<file path="src/shared/rtc_params.svh">
`ifndef RTC_PARAMS_SVH
`define RTC_PARAMS_SVH
// Register byte addresses on the plain register port.
`define ADDR_CFG_ONE 4'h0
`define ADDR_CAL 4'h1
`define ADDR_CFG_TWO 4'h2
`define ADDR_ALM_CFG 4'h3
`define ADDR_ALM_RPT 4'h4
`define ADDR_TIME_LO 4'h5
`define ADDR_TIME_HI 4'h6
`define ADDR_ALM_LO 4'h7
`define ADDR_ALM_HI 4'h8
`define ADDR_UNLOCK 4'h9
// Unlock keys, written in this order to the unlock address.
`define UNLOCK_KEY1 8'h55
`define UNLOCK_KEY2 8'haa
// Field positions.
`define B_ENABLE 7
`define B_WREN 5
`define B_SYNC 4
`define B_HALF 3
`define B_OE 2
`define B_PWC_EN 7
`define B_PWC_POL 6
`define B_ALM_EN 7
`define B_CHIME 6
// Reset values.
`define RST_BYTE 8'h00
// Source ticks per second for each timing source.
`define TICKS_XTAL 16'd32768
`define TICKS_OSC 16'd31000
`define TICKS_50HZ 16'd50
`define TICKS_60HZ 16'd60
// Calibration pulses per count.
`define CAL_STEP 4
`endif

</file>
<file path="src/shared/rtc_pkg.sv">
package rtc_pkg;
  // Timing source choices.
  typedef enum logic [1:0] {
    SRC_XTAL = 2'b00,
    SRC_OSC = 2'b01,
    SRC_50HZ = 2'b10,
    SRC_60HZ = 2'b11
  } src_sel_t;
  // Pin output choices.
  typedef enum logic [1:0] {
    PIN_ALARM = 2'b00,
    PIN_SECONDS = 2'b01,
    PIN_SOURCE = 2'b10,
    PIN_POWER = 2'b11
  } pin_sel_t;
  // Unlock sequence states.
  typedef enum logic [2:0] {
    UL_IDLE = 3'b001,
    UL_KEY1 = 3'b010,
    UL_OPEN = 3'b100
  } unlock_st_t;
  // Calendar held in BCD.
  typedef struct packed {
    logic [7:0] sec;
    logic [7:0] min;
    logic [7:0] hour;
    logic [7:0] day;
    logic [7:0] wday;
    logic [7:0] month;
    logic [7:0] year;
  } cal_t;
  // Register port request.
  typedef struct packed {
    logic [3:0] addr;
    logic [7:0] wdata;
    logic wr;
    logic rd;
  } reg_req_t;
endpackage

</file>
<file path="src/rtc_calendar_control_alarm.sv">
`timescale 1ns/10ps
`include "rtc_params.svh"
//
// Function
// - Enable bit runs the calendar; writing it needs the write unlock set.
// - Time window and config two writes are ignored unless unlocked.
// - The write unlock bit changes only through the unlock key sequence.
// - Ripple flag is high around rollover; software reads twice when it is high.
// - Half-second flag shows second half; low seconds write clears it.
// - Clock pin carries the selected signal only when output enable is set.
// - Time pointer selects minutes/weekday/month high, seconds/hours/day/year low.
// - High time window access decrements the time pointer, stopping at zero.
// - Configuration registers reset only on power-on reset.
// - Signed calibration adds or removes four pulses per minute per count.
// - Power output active only when enabled, polarity bit sets level.
// - Stability and sample clocks divide source by two when prescaler set and calendar enabled.
// - Source select picks crystal, oscillator, 50 Hz or 60 Hz.
// - Pin select routes alarm, seconds, source clock or power signal.
// - Alarm enable self-clears after event when count zero and chime off.
// - Chime lets repeat count wrap zero to FFh; otherwise it stops.
// - Alarm mask chooses interval from half second up to yearly.
// - Yearly alarm on February 29 matches only leap years.
// - Alarm pointer selects alarm minutes/weekday/month high, seconds/hours/day low.
// - High alarm window access decrements the alarm pointer, stopping at zero.
// - Repeat counter decrements on each alarm event, except at zero with chime off.
// - Time values kept in BCD with documented digit ranges.
module rtc_calendar_control_alarm #(
  parameter int CNT_W = 16
) (
  input wire logic ref_clk,
  input wire logic rst,
  input wire logic por,
  input wire rtc_pkg::reg_req_t req,
  output logic [7:0] rdata,
  input wire logic src_tick,
  output logic clk_pin,
  output logic power_pin,
  output logic stab_clk,
  output logic sample_clk,
  output logic alarm_event,
  output logic alarm_flag
);
  import rtc_pkg::*;

  // Refuses a divider too narrow to count the fastest source.
  if (CNT_W < 16) begin
    $error("CNT_W too small for source counts");
  end

  // --------------------------------------------------------------
  // Helper functions
  // --------------------------------------------------------------
  // BCD increment with wrap to a low value above a high limit.
  function automatic logic [7:0] bcd_inc(input logic [7:0] v, input logic [7:0] hi, input logic [7:0] lo);
    logic [7:0] r;
    r = v;
    if (v == hi) begin
      r = lo;
    end else if (v[3:0] == 4'h9) begin
      r = {v[7:4] + 4'h1, 4'h0};
    end else begin
      r = {v[7:4], v[3:0] + 4'h1};
    end
    return r;
  endfunction

  function automatic logic is_leap(input logic [7:0] y);
    // Year 2000..2099: leap when BCD value divisible by four.
    return ((y[4] == 1'b0) && (y[1:0] == 2'b00)) ||
           ((y[4] == 1'b1) && (y[1:0] == 2'b10));
  endfunction

  function automatic logic [7:0] last_day(input logic [7:0] m, input logic [7:0] y);
    logic [7:0] d;
    d = 8'h31;
    if (m == 8'h02) begin
      d = is_leap(y) ? 8'h29 : 8'h28;
    end else if ((m == 8'h04) || (m == 8'h06) || (m == 8'h09) || (m == 8'h11)) begin
      d = 8'h30;
    end
    return d;
  endfunction

  // --------------------------------------------------------------
  // State
  // --------------------------------------------------------------
  logic [7:0] cfg1_ff, nxt_cfg1;
  logic [7:0] cal_ff, nxt_cal;
  logic [7:0] cfg2_ff, nxt_cfg2;
  logic [7:0] acfg_ff, nxt_acfg;
  logic [7:0] rpt_ff, nxt_rpt;
  cal_t tm_ff, nxt_tm;
  cal_t al_ff, nxt_al;
  unlock_st_t ul_ff, nxt_ul;
  logic [CNT_W-1:0] div_ff, nxt_div;
  logic [5:0] sec_ff, nxt_sec;
  logic [9:0] adj_ff, nxt_adj;
  logic [7:0] rdata_ff, nxt_rdata;
  logic ev_ff, nxt_ev;
  logic aflag_ff, nxt_aflag;
  logic pdiv_ff, nxt_pdiv;
  logic pin_ff, nxt_pin;
  logic [CNT_W-1:0] half_cnt;
  logic half_tick;
  logic sec_tick;
  logic match;
  logic bump;
  logic wr_ok;

  // Half-period count for the selected source.
  always_comb begin
    unique case (src_sel_t'(cfg2_ff[3:2]))
      SRC_XTAL: half_cnt = CNT_W'(`TICKS_XTAL / 2);
      SRC_OSC: half_cnt = CNT_W'(`TICKS_OSC / 2);
      SRC_50HZ: half_cnt = CNT_W'(`TICKS_50HZ / 2);
      SRC_60HZ: half_cnt = CNT_W'(`TICKS_60HZ / 2);
    endcase
  end

  assign wr_ok = cfg1_ff[`B_WREN];
  assign half_tick = cfg1_ff[`B_ENABLE] && src_tick && (div_ff >= half_cnt - CNT_W'(1)) && !bump;
  assign sec_tick = half_tick && cfg1_ff[`B_HALF];

  // --------------------------------------------------------------
  // Alarm match
  // --------------------------------------------------------------
  // Fields compared grow with the mask, except weekday, compared at seven only; zero compares nothing at all.
  always_comb begin
    logic [3:0] m;
    m = acfg_ff[5:2];
    match = 1'b1;
    if (m >= 4'h2 && tm_ff.sec[3:0] != al_ff.sec[3:0]) match = 1'b0;
    if (m >= 4'h3 && tm_ff.sec[7:4] != al_ff.sec[7:4]) match = 1'b0;
    if (m >= 4'h4 && tm_ff.min[3:0] != al_ff.min[3:0]) match = 1'b0;
    if (m >= 4'h5 && tm_ff.min[7:4] != al_ff.min[7:4]) match = 1'b0;
    if (m >= 4'h6 && m != 4'h8 && m != 4'h9 && tm_ff.hour != al_ff.hour) match = 1'b0;
    if (m >= 4'h8 && tm_ff.hour != al_ff.hour) match = 1'b0;
    if (m == 4'h7 && tm_ff.wday != al_ff.wday) match = 1'b0;
    if (m >= 4'h8 && tm_ff.day != al_ff.day) match = 1'b0;
    if (m == 4'h9 && tm_ff.month != al_ff.month) match = 1'b0;
    if (m == 4'h9 && al_ff.month == 8'h02 && al_ff.day == 8'h29 && !is_leap(tm_ff.year)) match = 1'b0;
    if (m >= 4'ha) match = 1'b0;
    if (m == 4'h0) begin
      match = half_tick;
    end else begin
      match = match && sec_tick && (tm_ff.sec[0] == 1'b0 || m == 4'h1 || m >= 4'h2);
    end
  end

  // --------------------------------------------------------------
  // Registers and calendar next state
  // --------------------------------------------------------------
  always_comb begin
    logic alarm_now;
    logic hi_acc;
    logic ahi_acc;
    logic [1:0] tp;
    logic [1:0] ap;
    nxt_cfg1 = cfg1_ff;
    nxt_cal = cal_ff;
    nxt_cfg2 = cfg2_ff;
    nxt_acfg = acfg_ff;
    nxt_rpt = rpt_ff;
    nxt_tm = tm_ff;
    nxt_al = al_ff;
    nxt_ul = ul_ff;
    nxt_div = div_ff;
    nxt_sec = sec_ff;
    nxt_adj = adj_ff;
    nxt_rdata = 8'h00;
    nxt_pdiv = pdiv_ff;
    bump = 1'b0;
    tp = cfg1_ff[1:0];
    ap = acfg_ff[1:0];
    hi_acc = (req.wr || req.rd) && req.addr == `ADDR_TIME_HI;
    ahi_acc = (req.wr || req.rd) && req.addr == `ADDR_ALM_HI;
    alarm_now = acfg_ff[`B_ALM_EN] && match;
    // Drift calibration: once a minute pulses are skipped or added.
    if (src_tick && cfg1_ff[`B_ENABLE]) begin
      nxt_pdiv = !pdiv_ff;
      if (adj_ff != 10'd0) begin
        nxt_adj = adj_ff - 10'd1;
        bump = cal_ff[7];
        nxt_div = cal_ff[7] ? div_ff : div_ff + CNT_W'(2);
      end else begin
        nxt_div = div_ff + CNT_W'(1);
      end
    end
    if (half_tick) begin
      nxt_div = '0;
      nxt_cfg1[`B_HALF] = !cfg1_ff[`B_HALF];
    end
    // Seconds tick advances the BCD calendar.
    if (sec_tick) begin
      nxt_tm.sec = bcd_inc(tm_ff.sec, 8'h59, 8'h00);
      if (tm_ff.sec == 8'h59) begin
        nxt_sec = (sec_ff == 6'd59) ? 6'd0 : sec_ff + 6'd1;
        nxt_tm.min = bcd_inc(tm_ff.min, 8'h59, 8'h00);
        if (tm_ff.min == 8'h59) begin
          nxt_tm.hour = bcd_inc(tm_ff.hour, 8'h23, 8'h00);
          if (tm_ff.hour == 8'h23) begin
            nxt_tm.wday = (tm_ff.wday == 8'h06) ? 8'h00 : tm_ff.wday + 8'h01;
            nxt_tm.day = bcd_inc(tm_ff.day, last_day(tm_ff.month, tm_ff.year), 8'h01);
            if (tm_ff.day == last_day(tm_ff.month, tm_ff.year)) begin
              nxt_tm.month = bcd_inc(tm_ff.month, 8'h12, 8'h01);
              if (tm_ff.month == 8'h12) begin
                nxt_tm.year = bcd_inc(tm_ff.year, 8'h99, 8'h00);
              end
            end
          end
        end
        // Each minute reloads the calibration pulse budget.
        nxt_adj = cal_ff[7] ? 10'(($unsigned(~cal_ff) + 10'd1) * `CAL_STEP) : 10'(cal_ff * `CAL_STEP);
      end
    end
    // Ripple flag: set across the last half second before a seconds rollover.
    nxt_cfg1[`B_SYNC] = cfg1_ff[`B_ENABLE] && cfg1_ff[`B_HALF];
    // Alarm event handling.
    if (alarm_now) begin
      if (rpt_ff != 8'h00 || acfg_ff[`B_CHIME]) begin
        nxt_rpt = rpt_ff - 8'h01;
      end else begin
        nxt_acfg[`B_ALM_EN] = 1'b0;
      end
    end
    // Unlock sequence.
    if (req.wr && req.addr == `ADDR_UNLOCK) begin
      nxt_ul = UL_IDLE;
      if (req.wdata == `UNLOCK_KEY1) begin
        nxt_ul = UL_KEY1;
      end else if (ul_ff == UL_KEY1 && req.wdata == `UNLOCK_KEY2) begin
        nxt_ul = UL_OPEN;
      end
    end else if (req.wr) begin
      nxt_ul = UL_IDLE;
    end
    // Software writes.
    if (req.wr) begin
      unique case (req.addr)
        `ADDR_CFG_ONE: begin
          nxt_cfg1[2:0] = req.wdata[2:0];
          if (wr_ok) nxt_cfg1[`B_ENABLE] = req.wdata[`B_ENABLE];
          if (ul_ff == UL_OPEN) nxt_cfg1[`B_WREN] = req.wdata[`B_WREN];
          tp = req.wdata[1:0];
        end
        `ADDR_CAL: nxt_cal = req.wdata;
        `ADDR_CFG_TWO: if (wr_ok) nxt_cfg2 = req.wdata;
        `ADDR_ALM_CFG: begin
          nxt_acfg = req.wdata;
          ap = req.wdata[1:0];
        end
        `ADDR_ALM_RPT: nxt_rpt = req.wdata;
        `ADDR_TIME_LO: if (wr_ok) begin
          unique case (tp)
            2'b00: begin
              nxt_tm.sec = {1'b0, req.wdata[6:0]};
              nxt_cfg1[`B_HALF] = 1'b0;
              nxt_div = '0;
            end
            2'b01: nxt_tm.hour = {2'b00, req.wdata[5:0]};
            2'b10: nxt_tm.day = {2'b00, req.wdata[5:0]};
            2'b11: nxt_tm.year = req.wdata;
          endcase
        end
        `ADDR_TIME_HI: if (wr_ok) begin
          unique case (tp)
            2'b00: nxt_tm.min = {1'b0, req.wdata[6:0]};
            2'b01: nxt_tm.wday = {5'h00, req.wdata[2:0]};
            2'b10: nxt_tm.month = {3'h0, req.wdata[4:0]};
            2'b11: nxt_tm.month = tm_ff.month;
          endcase
        end
        `ADDR_ALM_LO: begin
          unique case (ap)
            2'b00: nxt_al.sec = {1'b0, req.wdata[6:0]};
            2'b01: nxt_al.hour = {2'b00, req.wdata[5:0]};
            2'b10: nxt_al.day = {2'b00, req.wdata[5:0]};
            2'b11: nxt_al.day = al_ff.day;
          endcase
        end
        `ADDR_ALM_HI: begin
          unique case (ap)
            2'b00: nxt_al.min = {1'b0, req.wdata[6:0]};
            2'b01: nxt_al.wday = {5'h00, req.wdata[2:0]};
            2'b10: nxt_al.month = {3'h0, req.wdata[4:0]};
            2'b11: nxt_al.month = al_ff.month;
          endcase
        end
        default: nxt_ul = nxt_ul;
      endcase
    end
    // Reads.
    if (req.rd) begin
      unique case (req.addr)
        `ADDR_CFG_ONE: nxt_rdata = {cfg1_ff[7], 1'b0, cfg1_ff[5:0]};
        `ADDR_CAL: nxt_rdata = cal_ff;
        `ADDR_CFG_TWO: nxt_rdata = cfg2_ff;
        `ADDR_ALM_CFG: nxt_rdata = acfg_ff;
        `ADDR_ALM_RPT: nxt_rdata = rpt_ff;
        `ADDR_TIME_LO: nxt_rdata = (tp == 2'b00) ? tm_ff.sec : (tp == 2'b01) ? tm_ff.hour :
                                   (tp == 2'b10) ? tm_ff.day : tm_ff.year;
        `ADDR_TIME_HI: nxt_rdata = (tp == 2'b00) ? tm_ff.min : (tp == 2'b01) ? tm_ff.wday :
                                   (tp == 2'b10) ? tm_ff.month : 8'h00;
        `ADDR_ALM_LO: nxt_rdata = (ap == 2'b00) ? al_ff.sec : (ap == 2'b01) ? al_ff.hour :
                                  (ap == 2'b10) ? al_ff.day : 8'h00;
        `ADDR_ALM_HI: nxt_rdata = (ap == 2'b00) ? al_ff.min : (ap == 2'b01) ? al_ff.wday :
                                  (ap == 2'b10) ? al_ff.month : 8'h00;
        default: nxt_rdata = 8'h00;
      endcase
    end
    // Pointer auto-decrement on high window access.
    if (hi_acc && tp != 2'b00) nxt_cfg1[1:0] = tp - 2'b01;
    if (ahi_acc && ap != 2'b00) nxt_acfg[1:0] = ap - 2'b01;
    nxt_ev = alarm_now;
    nxt_aflag = alarm_now || aflag_ff;
  end

  // Output pin selection and power control level.
  always_comb begin
    logic pwr;
    pwr = cfg2_ff[`B_PWC_EN] ? cfg2_ff[`B_PWC_POL] : !cfg2_ff[`B_PWC_POL];
    nxt_pin = 1'b0;
    if (cfg1_ff[`B_OE]) begin
      unique case (pin_sel_t'(cfg2_ff[1:0]))
        PIN_ALARM: nxt_pin = ev_ff;
        PIN_SECONDS: nxt_pin = cfg1_ff[`B_HALF];
        PIN_SOURCE: nxt_pin = src_tick;
        PIN_POWER: nxt_pin = pwr;
      endcase
    end
  end

  // --------------------------------------------------------------
  // Flip-flops
  // --------------------------------------------------------------
  // Configuration state clears only on power-on reset.
  always_ff @(posedge ref_clk or posedge por) begin
    if (por) begin
      cfg1_ff <= `RST_BYTE;
      cfg2_ff <= `RST_BYTE;
      cal_ff <= `RST_BYTE;
      acfg_ff <= `RST_BYTE;
      rpt_ff <= `RST_BYTE;
      tm_ff <= '0;
      al_ff <= '0;
      div_ff <= '0;
      sec_ff <= '0;
      adj_ff <= '0;
      pdiv_ff <= 1'b0;
    end else begin
      cfg1_ff <= nxt_cfg1;
      cfg2_ff <= nxt_cfg2;
      cal_ff <= nxt_cal;
      acfg_ff <= nxt_acfg;
      rpt_ff <= nxt_rpt;
      tm_ff <= nxt_tm;
      al_ff <= nxt_al;
      div_ff <= nxt_div;
      sec_ff <= nxt_sec;
      adj_ff <= nxt_adj;
      pdiv_ff <= nxt_pdiv;
    end
  end

  // Bus and event state clears on the ordinary reset only; power-on reset does not clear it.
  always_ff @(posedge ref_clk or posedge rst) begin
    if (rst) begin
      ul_ff <= UL_IDLE;
      rdata_ff <= 8'h00;
      ev_ff <= 1'b0;
      aflag_ff <= 1'b0;
      pin_ff <= 1'b0;
    end else begin
      ul_ff <= nxt_ul;
      rdata_ff <= nxt_rdata;
      ev_ff <= nxt_ev;
      aflag_ff <= nxt_aflag;
      pin_ff <= nxt_pin;
    end
  end

  assign rdata = rdata_ff;
  assign alarm_event = ev_ff;
  assign alarm_flag = aflag_ff;
  assign clk_pin = pin_ff;
  assign power_pin = cfg2_ff[`B_PWC_EN] ? cfg2_ff[`B_PWC_POL] : !cfg2_ff[`B_PWC_POL];
  assign stab_clk = cfg2_ff[5] ? pdiv_ff : src_tick;
  assign sample_clk = cfg2_ff[4] ? pdiv_ff : src_tick;
endmodule
</file>
<file path="config.mk">
export PLATFORM = sky130hd
export DESIGN_NAME = rtc_calendar_control_alarm
export DESIGN_NICKNAME = d
export VERILOG_FILES = /design/src/shared/rtc_pkg.sv /design/src/rtc_calendar_control_alarm.sv
export VERILOG_INCLUDE_DIRS = /design/src /design/src/shared
export SDC_FILE = /design/constraint.sdc
export NUM_CORES = 1
export LEC_CHECK = 0
export BUFFER_PORTS_ARGS = -buffer_cell sky130_fd_sc_hd__buf_2
export CORE_MARGIN = 1.5
export CORE_UTILIZATION = 50
export DETAILED_ROUTE_END_ITERATION = 7
export PLACE_DENSITY_LB_ADDON = 0.2
export SETUP_SLACK_MARGIN = 0.4
export SLEW_MARGIN = 20
export SYNTH_ARGS = -nofsm -noshare
export SYNTH_HDL_FRONTEND = slang
export SYNTH_SLANG_ARGS = --single-unit
</file>
<file path="constraint.sdc">
create_clock -name ref_clk -period 6.54 [get_ports ref_clk]
set_clock_uncertainty 0.2 [all_clocks]
set_input_delay 1.635 -clock ref_clk [delete_from_list [all_inputs] [get_ports ref_clk]]
set_output_delay 1.635 -clock ref_clk [all_outputs]
set_load 0.05 [all_outputs]
</file>
==> metrics.md, run 1 <==
| Metric | Value |
|---|---|
| Busiest grt layer | `met2` |
| Setup repair after global routing missed its margin | `false` |
| Vias post-DR | `9459` |
| Leak | `5.31 nW` |
| Top cell type's share of synthesized area | `38.1%` |
| Net Sw Frac | `36.0%` |
| Filler Cell Count | `2015` |
| Cts bufs inserted | `17` |
| Fraction of the yosys area taken by sequential cells | `38.4%` |
| Data arrival time at the worst-slack endpoint | `5.81 ns` |
| Number of warnings printed during yosys synthesis | `0` |
| Peak clock frequency supported by timing | `176 MHz` |
| Top cells by instance count after synthesis | `sky130_fd_sc_hd__dfrtp_1 (169), sky130_fd_sc_hd__nand2_1 (141), sky130_fd_sc_hd__nor2_1 (130)` |
| CP startpoint kind | `register` |
| Peak supply drop | `0.157 mV` |
| Maximum number of pins on one net before global-route repair | `66` |
| Met1 track demand over resource | `36.6%` |
| Clock insertion delay at the later pin of the skew report | `0.44 ns` |
| Die H | `152 um` |
| Synthesized netlist net count | `1337` |
| Grt met2 use | `45.3%` |
| Number of antenna violations at the first check in global routing | `0` |
| CP peak stage delay | `0.83 ns` |
| Flop pwr share | `44.7%` |
| Initial detailed-routing violation count | `822` |
| Family with the most delay on the worst path | `simple AND/OR/NAND/NOR gates` |
| # resized after CTS | `0` |
| Buffer levels on the longest clock path | `2` |
| Internal cell power | `0.00200 W` |
| Post-synthesis register bit count | `170` |
| Total Neg Setup Slack | `0 ns` |
| # nets final | `1333` |
| Number of enable flip-flop cells after synthesis | `0` |
| I/O pins | `32` |
| CTS HTree Levels | `4` |
| Predominant post-synthesis flop cell | `sky130_fd_sc_hd__dfrtp_1` |
| Post-route DRC | `0` |
| Grt ovf | `0` |
| Initial Utilization | `50.8%` |
| Clock tree from TritonCTS | `built` |
| Net switching power | `0.00112 W` |
| Fraction of the cycle the final worst path needs | `87.1%` |
| Worst path cell trace | `inv_1 > ha_1 > inv_1 > ha_1 > inv_1 > ha_1 > nand3_1 > a211oi_1 > a221o_2 > and3_2 > ha_1 > and4b_1 > and2_1 > buf_4 > nand3_2 > or2_2 > nor4_1 > a211oi_1 > o21ai_0 > o31ai_1` |
| Total buffers and inverters traversed by the critical path | `4` |
| Mean instance size in the synthesized netlist | `8.77 um2` |
| Reg clk slew, reported paths | `0.07 ns` |
| Horizontal extent of the die | `152 um` |
| Most repeated library cell on the critical path | `sky130_fd_sc_hd__ha_1` |
| Time the worst path needs with I/O delays and setup | `5.69 ns` |
| Number of core rows | `54` |
| Post-CTS Setup Repair Bufs | `0` |
| Routed Wire Length | `31800 um` |
| Critical Path End Type | `register` |
| Drt via density | `6.09` |
| Vias in the first global route | `8900` |
| Synth area leader | `sky130_fd_sc_hd__dfrtp_1` |
| Transition time of the tightest slew-check pin | `0.990 ns` |
| Length of the first detailed-routing pass in iterations | `8` |
| PwrDens | `261 nW/um2` |
| Number of distinct library cells after synthesis | `72` |
| Run status | `completed` |
| Final Hold Viols | `0` |
| Worst min path class | `reg2reg` |
| Port Buf Inserts | `31` |
| Full die area | `23100 um2` |
| Biggest fanout along the worst timing path | `20` |
| Slew Limit Fails | `0` |
| Number of setup violations in the final report | `0` |
| Average routed wire per standard cell | `20.5 um` |
| Ranking of synthesized cells by area | `sky130_fd_sc_hd__dfrtp_1 (38%), sky130_fd_sc_hd__ha_1 (6.2%), sky130_fd_sc_hd__mux2_2 (6.0%)` |
| Global routing met3 resource utilization | `4.82%` |
| Share of total power in combinational logic | `23.6%` |
| Power share of the clock group | `31.7%` |
| Worst slew margin relative to its limit | `33.5%` |
| Required time at the worst-slack endpoint | `6.65 ns` |
| Total Routing Usage GR | `28.1%` |
| Global-route wire length before repair | `50500 um` |
| Placer Congestion | `0.922` |
| Synth async-reset ratio | `100%` |
| Final antenna diode count | `0` |
| Cell with the most instances after synthesis | `sky130_fd_sc_hd__dfrtp_1` |
| Slowest CP cell | `sky130_fd_sc_hd__nor4_1` |
| Critical Setup Path Class | `reg2reg` |
| Synthesized netlist cell count | `1264` |
| Number of sinks on the clock net | `170` |
| Fin Hold WS | `0.256 ns` |
| Cell at the root of the clock tree | `sky130_fd_sc_hd__clkbuf_16` |
| Core Region | `21800 um2` |
| Final HPWL from detailed placement | `22800 um` |
| Cell area after synthesis | `11100 um2` |
| Share of cells above drive strength 1 | `12.5%` |
| Synthesis-to-finish area growth | `7.78%` |
| Number of buffers inserted for hold repair after clock tree synthesis | `0` |
| Number of nets still failing antenna checks after routing | `0` |
| Number of max-cap violations | `0` |
-- per-stage QoR --
stage	util (%)	power, W	worst slack (ns)	cell area (um2)	instances
finish	54.8	0.00312	0.846	12000	1553
global route	54.8	0.00326	0.506	12000	1553
detailed placement	52.2	0.00213	0.928	11400	1521
global placement	52.2	0.00212	1.08	11400	1521
CTS	54.8	0.00312	0.905	12000	1553
floorplan	-	0.00191	0.498	11100	1264
-- cells by family (layout without fill, tap and decap cells) --
group           Yosys count  count (layout)  share of synthesized area [%]
compound gates          272             272                           14.5
xor+xnor                 78              78                           6.16
fa+ha+maj                55              55                           6.20
buf+inv                 109             118                           4.07
flops                   170             170                           38.4
mux                      87              87                           8.63
simple gates            493             493                           22.1
-- placed cells by master, fill, tap and decap left out, types with 17 or more instances in the layout --
cell type and instances:
sky130_fd_sc_hd__nand4_1 22, sky130_fd_sc_hd__nor2_1 130, sky130_fd_sc_hd__ha_1 55, sky130_fd_sc_hd__o21ai_0 85
sky130_fd_sc_hd__and3_1 18, sky130_fd_sc_hd__nor3_1 29, sky130_fd_sc_hd__nand3_1 31, sky130_fd_sc_hd__mux2i_1 27
sky130_fd_sc_hd__a21oi_1 101, sky130_fd_sc_hd__nor4_1 20, sky130_fd_sc_hd__nand2_1 141, sky130_fd_sc_hd__clkbuf_16 17
sky130_fd_sc_hd__dfrtp_1 169, sky130_fd_sc_hd__inv_1 44, sky130_fd_sc_hd__mux2_2 59, sky130_fd_sc_hd__xnor2_1 36
sky130_fd_sc_hd__buf_2 31, sky130_fd_sc_hd__xor2_1 42
-- final timing paths --
check | from | endpoint | slack, ns | cells after the start
max | cfg2_ff[2] | tm_ff[15] | 0.85 | 20
max reg2reg | cfg2_ff[2] | tm_ff[15] | 0.85 | 20
min | alarm_flag | alarm_flag | 0.26 | 1
min in group asynchronous | por | rpt_ff[5] | 1.03 | 2
min reg2reg | alarm_flag | alarm_flag | 0.26 | 1
max in group asynchronous | por | div_ff[4] | 3.84 | 3
-- flip-flops by register name, summed over array words and instances, names as in the netlist --
name and count:
alarm_flag 1, alarm_event 1, ul_ff 3, adj_ff 10, div_ff 16, tm_ff 56, rdata 8, rpt_ff 8
cal_ff 8, pdiv_ff 1, clk_pin 1, acfg_ff 8, al_ff 34, cfg1_ff 7, cfg2_ff 8
-- power by group through the flow --
stage / combinational, W / clock (W) / sequential (W)
2_1_floorplan: 0.000593 / 0 / 0.00132
3_3_place_gp: 0.000710 / 0 / 0.00141
3_5_place_dp: 0.000724 / 0 / 0.00141
4_1_cts: 0.000728 / 0.000999 / 0.00139
5_1_grt: 0.000810 / 0.00104 / 0.00141
6_report: 0.000736 / 0.000989 / 0.00139
-- layout make-up --
cell class	count	area (um2)	share of cell area (%)
flip-flops and latches	170	4260	35.6
inverters	45	174	1.45
well taps	280	350	2.93
clock inverters	15	130	1.09
multi-input cells	985	6390	53.4
clock buffers	17	425	3.56
repair buffers	41	230	1.93
-- layer usage --
metal | up-vias | wire length, um
li1 | 4472 | -
met2 | 310 | 15100
met5 | - | 0
met1 | 4588 | 13600
met4 | 0 | 1380
met3 | 89 | 1760
Note: power is estimated with default switching activity, not from simulation.
==> run 2, diff against run 1 <==
- clock period: 6.54 -> 5.7 ns (I/O delays scaled with it)
==> run 2 against run 1 <==
  * Register-to-register slack got worse by 0.06 ns
  * Final cell count up 0.26%
  * Via count rose by 0.32%
  * Critical path type unchanged
  * Critical endpoint is now tm_ff[21]
  * Largest cell class unchanged
==> metrics.md, run 2 (synthesis results as in run 1) <==
| Metric | Value |
|---|---|
| Slew Limit Fails | `0` |
| Share of cells above drive strength 1 | `12.8%` |
| Regs by FF count | `tm_ff (56), al_ff (34), div_ff (16)` |
| Reg clk slew, reported paths | `0.07 ns` |
| Number of sinks on the clock net | `170` |
| Peak supply drop | `0.198 mV` |
| Required time at the worst-slack endpoint | `5.87 ns` |
| Count of non-filler cells in the finished layout | `1557` |
| Placed insts | `1525` |
| PwrDens | `306 nW/um2` |
| Time the worst path needs with I/O delays and setup | `4.92 ns` |
| Max reg flops | `56` |
| CP peak stage delay | `0.45 ns` |
| Total buffers and inverters traversed by the critical path | `5` |
| Final Hold Viols | `0` |
| Family with the most delay on the worst path | `simple AND/OR/NAND/NOR gates` |
| FF-to-FF setup slack | `0.78 ns` |
| Worst slew margin relative to its limit | `43.1%` |
| Setup repair after global routing missed its margin | `true` |
| Run status | `completed` |
| Fraction of the cycle the final worst path needs | `86.3%` |
| Data arrival time at the worst-slack endpoint | `5.09 ns` |
| Number of nets still failing antenna checks after routing | `0` |
| Cts bufs inserted | `17` |
| # resized after CTS | `0` |
| Post-CTS Setup Repair Bufs | `0` |
| Routed Wire Length | `31900 um` |
| Start of the worst register-to-register path | `cfg2_ff[2]` |
| Worst min path class | `reg2reg` |
| Placer Congestion | `0.923` |
| Transition time of the tightest slew-check pin | `0.854 ns` |
| Slowest CP cell | `sky130_fd_sc_hd__dfrtp_1` |
| Number of max-cap violations | `0` |
| Total Neg Setup Slack | `0 ns` |
| Total Routing Usage GR | `28.0%` |
| Register with the most flip-flops | `tm_ff` |
| Core Region | `21800 um2` |
| Leak | `5.37 nW` |
| Worst reg2reg path endpoint | `tm_ff[21]` |
| Peak clock frequency supported by timing | `203 MHz` |
| Critical Setup Path Class | `reg2reg` |
| Synthesis-to-finish area growth | `8.77%` |
| Number of core rows | `54` |
| Logic depth of the worst setup path including buffers | `20` |
| Vias post-DR | `9489` |
| Clock tree from TritonCTS | `built` |
| Number of buffers inserted for hold repair after clock tree synthesis | `0` |
| Final antenna diode count | `0` |
| Maximum number of pins on one net before global-route repair | `157` |
| Initial detailed-routing violation count | `866` |
| Port Buf Inserts | `31` |
| Buffer levels on the longest clock path | `2` |
| CP Capture Point | `tm_ff[21]` |
| Post-route DRC | `0` |
| Biggest fanout along the worst timing path | `19` |
| Vias in the first global route | `8938` |
| Filler Cell Count | `1977` |
| Critical Path End Type | `register` |
| Number of antenna violations at the first check in global routing | `0` |
| I/O pins | `32` |
| Number of cells on the worst reg-to-reg path | `20` |
| Most repeated library cell on the critical path | `sky130_fd_sc_hd__ha_1` |
| Origin of the worst setup path | `cfg2_ff[2]` |
| # nets final | `1337` |
| Horizontal extent of the die | `152 um` |
| Grt ovf | `0` |
| Die H | `152 um` |
| Most common library cell in the layout ignoring fill and taps | `sky130_fd_sc_hd__dfrtp_1` |
| Length of the first detailed-routing pass in iterations | `5` |
| Most used cells in the layout excluding fill and tap cells | `sky130_fd_sc_hd__dfrtp_1 (169), sky130_fd_sc_hd__nand2_1 (141), sky130_fd_sc_hd__nor2_1 (130)` |
| Clock insertion delay at the later pin of the skew report | `0.44 ns` |
| Drt via density | `6.09` |
| CTS HTree Levels | `4` |
| Global-route wire length before repair | `51100 um` |
| Average routed wire per standard cell | `20.5 um` |
| Full die area | `23100 um2` |
| Worst path cell trace | `inv_1 > ha_1 > inv_1 > ha_1 > inv_1 > ha_1 > nand3_1 > a211oi_1 > a221o_2 > and3_2 > ha_1 > and4b_1 > and2_1 > buf_4 > nand3_1 > nor2_1 > buf_4 > nand4_1 > or3_1 > a21oi_1` |
| Cell at the root of the clock tree | `sky130_fd_sc_hd__clkbuf_16` |
| Number of setup violations in the final report | `0` |
| Final HPWL from detailed placement | `22600 um` |
| Initial Utilization | `50.8%` |
| CP startpoint kind | `register` |
[run 2: changes by cell type in the layout (fill, tap and decap cells not counted), moves of 2 or more]
cell / before / now
sky130_fd_sc_hd__inv_6: 7 / 4
sky130_fd_sc_hd__bufinv_16: 0 / 3
sky130_fd_sc_hd__clkinv_4: 1 / 4
sky130_fd_sc_hd__buf_4: 10 / 13
sky130_fd_sc_hd__inv_8: 3 / 1
sky130_fd_sc_hd__clkinvlp_4: 4 / 2
[run 2: how the worst min path moves through the flow]
stage | start | end | slack (ns) | depth (start not counted)
floorplan | pdiv_ff | pdiv_ff | 0.26 | 1
global placement | alarm_flag | alarm_flag | 0.25 | 1
detailed placement | alarm_flag | alarm_flag | 0.26 | 1
CTS | alarm_flag | alarm_flag | 0.27 | 1
global route | alarm_flag | alarm_flag | 0.30 | 1
finish | alarm_flag | alarm_flag | 0.26 | 1
[run 2: power by group]
part	internal, W	total (W)	leakage (nW)	switching, W
combinational	0.000365	0.000846	2.81	0.000480
clock	0.000699	0.00124	0.301	0.000540
sequential	0.00136	0.00161	2.26	0.000248
total	0.00243	0.00369	5.37	0.00127
[run 2: layer usage]
metal	share of wire, %	track usage, %	vias to the layer above
li1	-	-	4487
met1	45	37.2	4641
met2	48	46.6	288
met3	4.5	3.62	73
met4	3.1	10.4	0
met5	0	0	-
[run 2: layout make-up]
| cell class | count | area, um2 | area share (%) |
|---|---|---|---|
| multi-input combinational | 985 | 6400 | 53.0 |
| tap | 280 | 350 | 2.90 |
| sequential | 170 | 4260 | 35.3 |
| timing repair buffer | 45 | 273 | 2.26 |
| clock buffer | 17 | 425 | 3.53 |
| inverter | 45 | 173 | 1.43 |
| clock inverter | 15 | 189 | 1.57 |
[run 2: through the flow]
| stage | area (um2) | util (%) | setup WS, ns | hold WS [ns] | total power [W] |
|---|---|---|---|---|---|
| final | 12100 | 55.3 | 0.781 | 0.264 | 0.00369 |
| after global routing | 12100 | 55.3 | 0.397 | 0.303 | 0.00386 |
| after CTS | 12000 | 55.2 | 0.699 | 0.272 | 0.00369 |
| after detailed placement | 11400 | 52.4 | 0.690 | 0.257 | 0.00246 |
| after global placement | 11400 | 52.4 | 0.881 | 0.251 | 0.00244 |
| after floorplan | 11100 | - | 1.04 | 0.257 | 0.00220 |
==> run 3, diff against run 2 <==
- CTS_BUF_LIST: not set -> sky130_fd_sc_hd__clkbuf_4 sky130_fd_sc_hd__clkbuf_8
- RECOVER_POWER: not set -> 25
==> run 3 against run 2 <==
  * The flow now finishes with violations (max-capacitance violations, max-slew violations)
  * Via count is 0.20% lower
  * Final cell count unchanged
  * Flip-flop and latch count stayed put
  * Fmax rose by 1.2%
  * Setup slack improved by 0.058 ns
  * Total power decreased by 8.3%
  * Die area unchanged
  * Core utilization decreased by 0.95 points
  * Combinational power is essentially flat
  * Critical path depth unchanged
  * Register-to-register slack better by 0.06 ns
==> metrics.md, run 3 (synthesis results as in run 1) <==
| Metric | Value |
|---|---|
| Run status | `finished, violations left` |
| Violations in the final reports | `max-capacitance violations, max-slew violations` |
| Cts bufs inserted | `17` |
| Number of setup violations in the final report | `0` |
| Number of max-cap violations | `1` |
| Most used cells in the layout excluding fill and tap cells | `sky130_fd_sc_hd__dfrtp_1 (169), sky130_fd_sc_hd__nand2_1 (141), sky130_fd_sc_hd__nor2_1 (130)` |
| CP startpoint kind | `register` |
| Filler Cell Count | `1999` |
| Peak supply drop | `0.165 mV` |
| Reg area | `4260 um2` |
| Global-route wire length before repair | `50700 um` |
| Regs by FF count | `tm_ff (56), al_ff (34), div_ff (16)` |
| Required time at the worst-slack endpoint | `5.90 ns` |
| Transition time of the tightest slew-check pin | `3.52 ns` |
| Final Hold Viols | `0` |
| Number of nets still failing antenna checks after routing | `0` |
| Share of cells above drive strength 1 | `12.8%` |
| Peak clock frequency supported by timing | `206 MHz` |
| Die H | `152 um` |
| Total area of multi-input combinational cells | `6400 um2` |
| Time the worst path needs with I/O delays and setup | `4.86 ns` |
| Clock insertion delay at the later pin of the skew report | `0.47 ns` |
| Initial Utilization | `50.8%` |
| I/O pins | `32` |
| Final antenna diode count | `0` |
| Biggest fanout along the worst timing path | `19` |
| Number of sinks on the clock net | `170` |
| CTS HTree Levels | `4` |
| Cell at the root of the clock tree | `sky130_fd_sc_hd__clkbuf_8` |
| Length of the first detailed-routing pass in iterations | `8` |
| PwrDens | `286 nW/um2` |
| Grt ovf | `0` |
| Data arrival time at the worst-slack endpoint | `5.06 ns` |
| Final HPWL from detailed placement | `22600 um` |
| Horizontal extent of the die | `152 um` |
| Placer Congestion | `0.923` |
| Leak | `5.27 nW` |
| Worst min path class | `reg2reg` |
| Post-route DRC | `0` |
| Post-route standard cell area excluding fillers | `11900 um2` |
| Routed Wire Length | `31700 um` |
| Worst slew margin relative to its limit | `-135%` |
| Slew Limit Fails | `157` |
| Max reg flops | `56` |
| Critical Path End Type | `register` |
| Fraction of the cycle the final worst path needs | `85.3%` |
| Vias in the first global route | `8883` |
| Drt via density | `6.08` |
| Reg clk slew, reported paths | `0.10 ns` |
| Register with the most flip-flops | `tm_ff` |
| # nets final | `1337` |
| Core Region | `21800 um2` |
| Maximum number of pins on one net before global-route repair | `157` |
| Total Neg Setup Slack | `0 ns` |
| Setup repair after global routing missed its margin | `false` |
| Vias post-DR | `9470` |
| Number of core rows | `54` |
| Post-Route Utilization | `54.3%` |
| Synthesis-to-finish area growth | `6.90%` |
| Worst Slack Setup Final | `0.839 ns` |
| Clock tree from TritonCTS | `built` |
| Port Buf Inserts | `31` |
| Average routed wire per standard cell | `20.4 um` |
| Number of buffers inserted for hold repair after clock tree synthesis | `0` |
| Critical Setup Path Class | `reg2reg` |
| Placement-stage worst setup slack | `0.690 ns` |
| Initial detailed-routing violation count | `805` |
| Full die area | `23100 um2` |
| Placed Area | `11400 um2` |
| Total Routing Usage GR | `27.7%` |
| Number of antenna violations at the first check in global routing | `0` |
| Buffer levels on the longest clock path | `2` |
| Most common library cell in the layout ignoring fill and taps | `sky130_fd_sc_hd__dfrtp_1` |
-- run 3: cell count changes in the layout (fill, tap and decap cells not counted), moves of 2 or more --
cell | before | now
sky130_fd_sc_hd__clkbuf_16 | 17 | 0
sky130_fd_sc_hd__clkbuf_8 | 0 | 17
sky130_fd_sc_hd__and2_0 | 0 | 2
sky130_fd_sc_hd__and2_1 | 11 | 9
sky130_fd_sc_hd__clkbuf_1 | 0 | 2
-- run 3: timing repair --
action | 4_1_cts | 5_1_grt
setup buffers | 0 | 0
endpoints found under the setup margin | 0 | 5
resized for setup | 0 | 3
-- run 3: worst max-delay path: stages, from the launching register on --
cell	delay, ns
sky130_fd_sc_hd__dfrtp_1	0.46
sky130_fd_sc_hd__inv_1	0.15
sky130_fd_sc_hd__ha_1	0.18
sky130_fd_sc_hd__inv_1	0.10
sky130_fd_sc_hd__ha_1	0.29
sky130_fd_sc_hd__inv_1	0.07
sky130_fd_sc_hd__ha_1	0.30
sky130_fd_sc_hd__nand3_1	0.08
sky130_fd_sc_hd__a211oi_1	0.23
sky130_fd_sc_hd__a221o_2	0.19
sky130_fd_sc_hd__and3_2	0.17
sky130_fd_sc_hd__ha_2	0.25
sky130_fd_sc_hd__and4b_1	0.30
sky130_fd_sc_hd__and2_1	0.18
sky130_fd_sc_hd__buf_4	0.25
sky130_fd_sc_hd__nand3_1	0.28
sky130_fd_sc_hd__nor2_1	0.18
sky130_fd_sc_hd__buf_4	0.18
sky130_fd_sc_hd__nand4_1	0.22
sky130_fd_sc_hd__or3_1	0.37
sky130_fd_sc_hd__a21oi_1	0.15
-- run 3: path summary, 6_finish.rpt --
path	from	to	slack, ns	depth (start not counted)
worst max-delay path	cfg2_ff[2]	tm_ff[21]	0.84	20
worst min-delay path	alarm_flag	alarm_flag	0.27	1
worst max register to register	cfg2_ff[2]	tm_ff[21]	0.84	20
worst min register to register	alarm_flag	alarm_flag	0.27	1
max in group asynchronous	por	tm_ff[31]	1.13	3
min in group asynchronous	rst	alarm_event	0.89	2
-- run 3: power by group --
part	internal, W	switching [W]	total [W]
Clock	0.000443	0.000492	0.000935
Sequential	0.00136	0.000250	0.00161
Combinational	0.000364	0.000479	0.000843
-- run 3: final cells by class --
| class | count | area share (%) |
|---|---|---|
| Clock buffer | 17 | 1.97 |
| Clock inverter | 15 | 1.59 |
| Inverter | 45 | 1.46 |
| Multi-Input combinational cell | 985 | 54.0 |
| Sequential cell | 170 | 35.9 |
| Tap cell | 280 | 2.95 |
| Timing Repair Buffer | 45 | 2.15 |
-- run 3: metal layers --
layer	part of all wire [%]	global-route usage (%)
met1	44	36.7
met2	48	46.0
met3	5.4	4.51
met4	3.0	9.57
met5	0	0
-- run 3: metrics by stage --
stage,hold WS (ns),cells,power (W)
CTS,0.278,1557,0.00339
finish,0.270,1557,0.00339
global route,0.309,1557,0.00356
global placement,0.251,1525,0.00244
floorplan,0.257,1264,0.00220
detailed placement,0.257,1525,0.00246
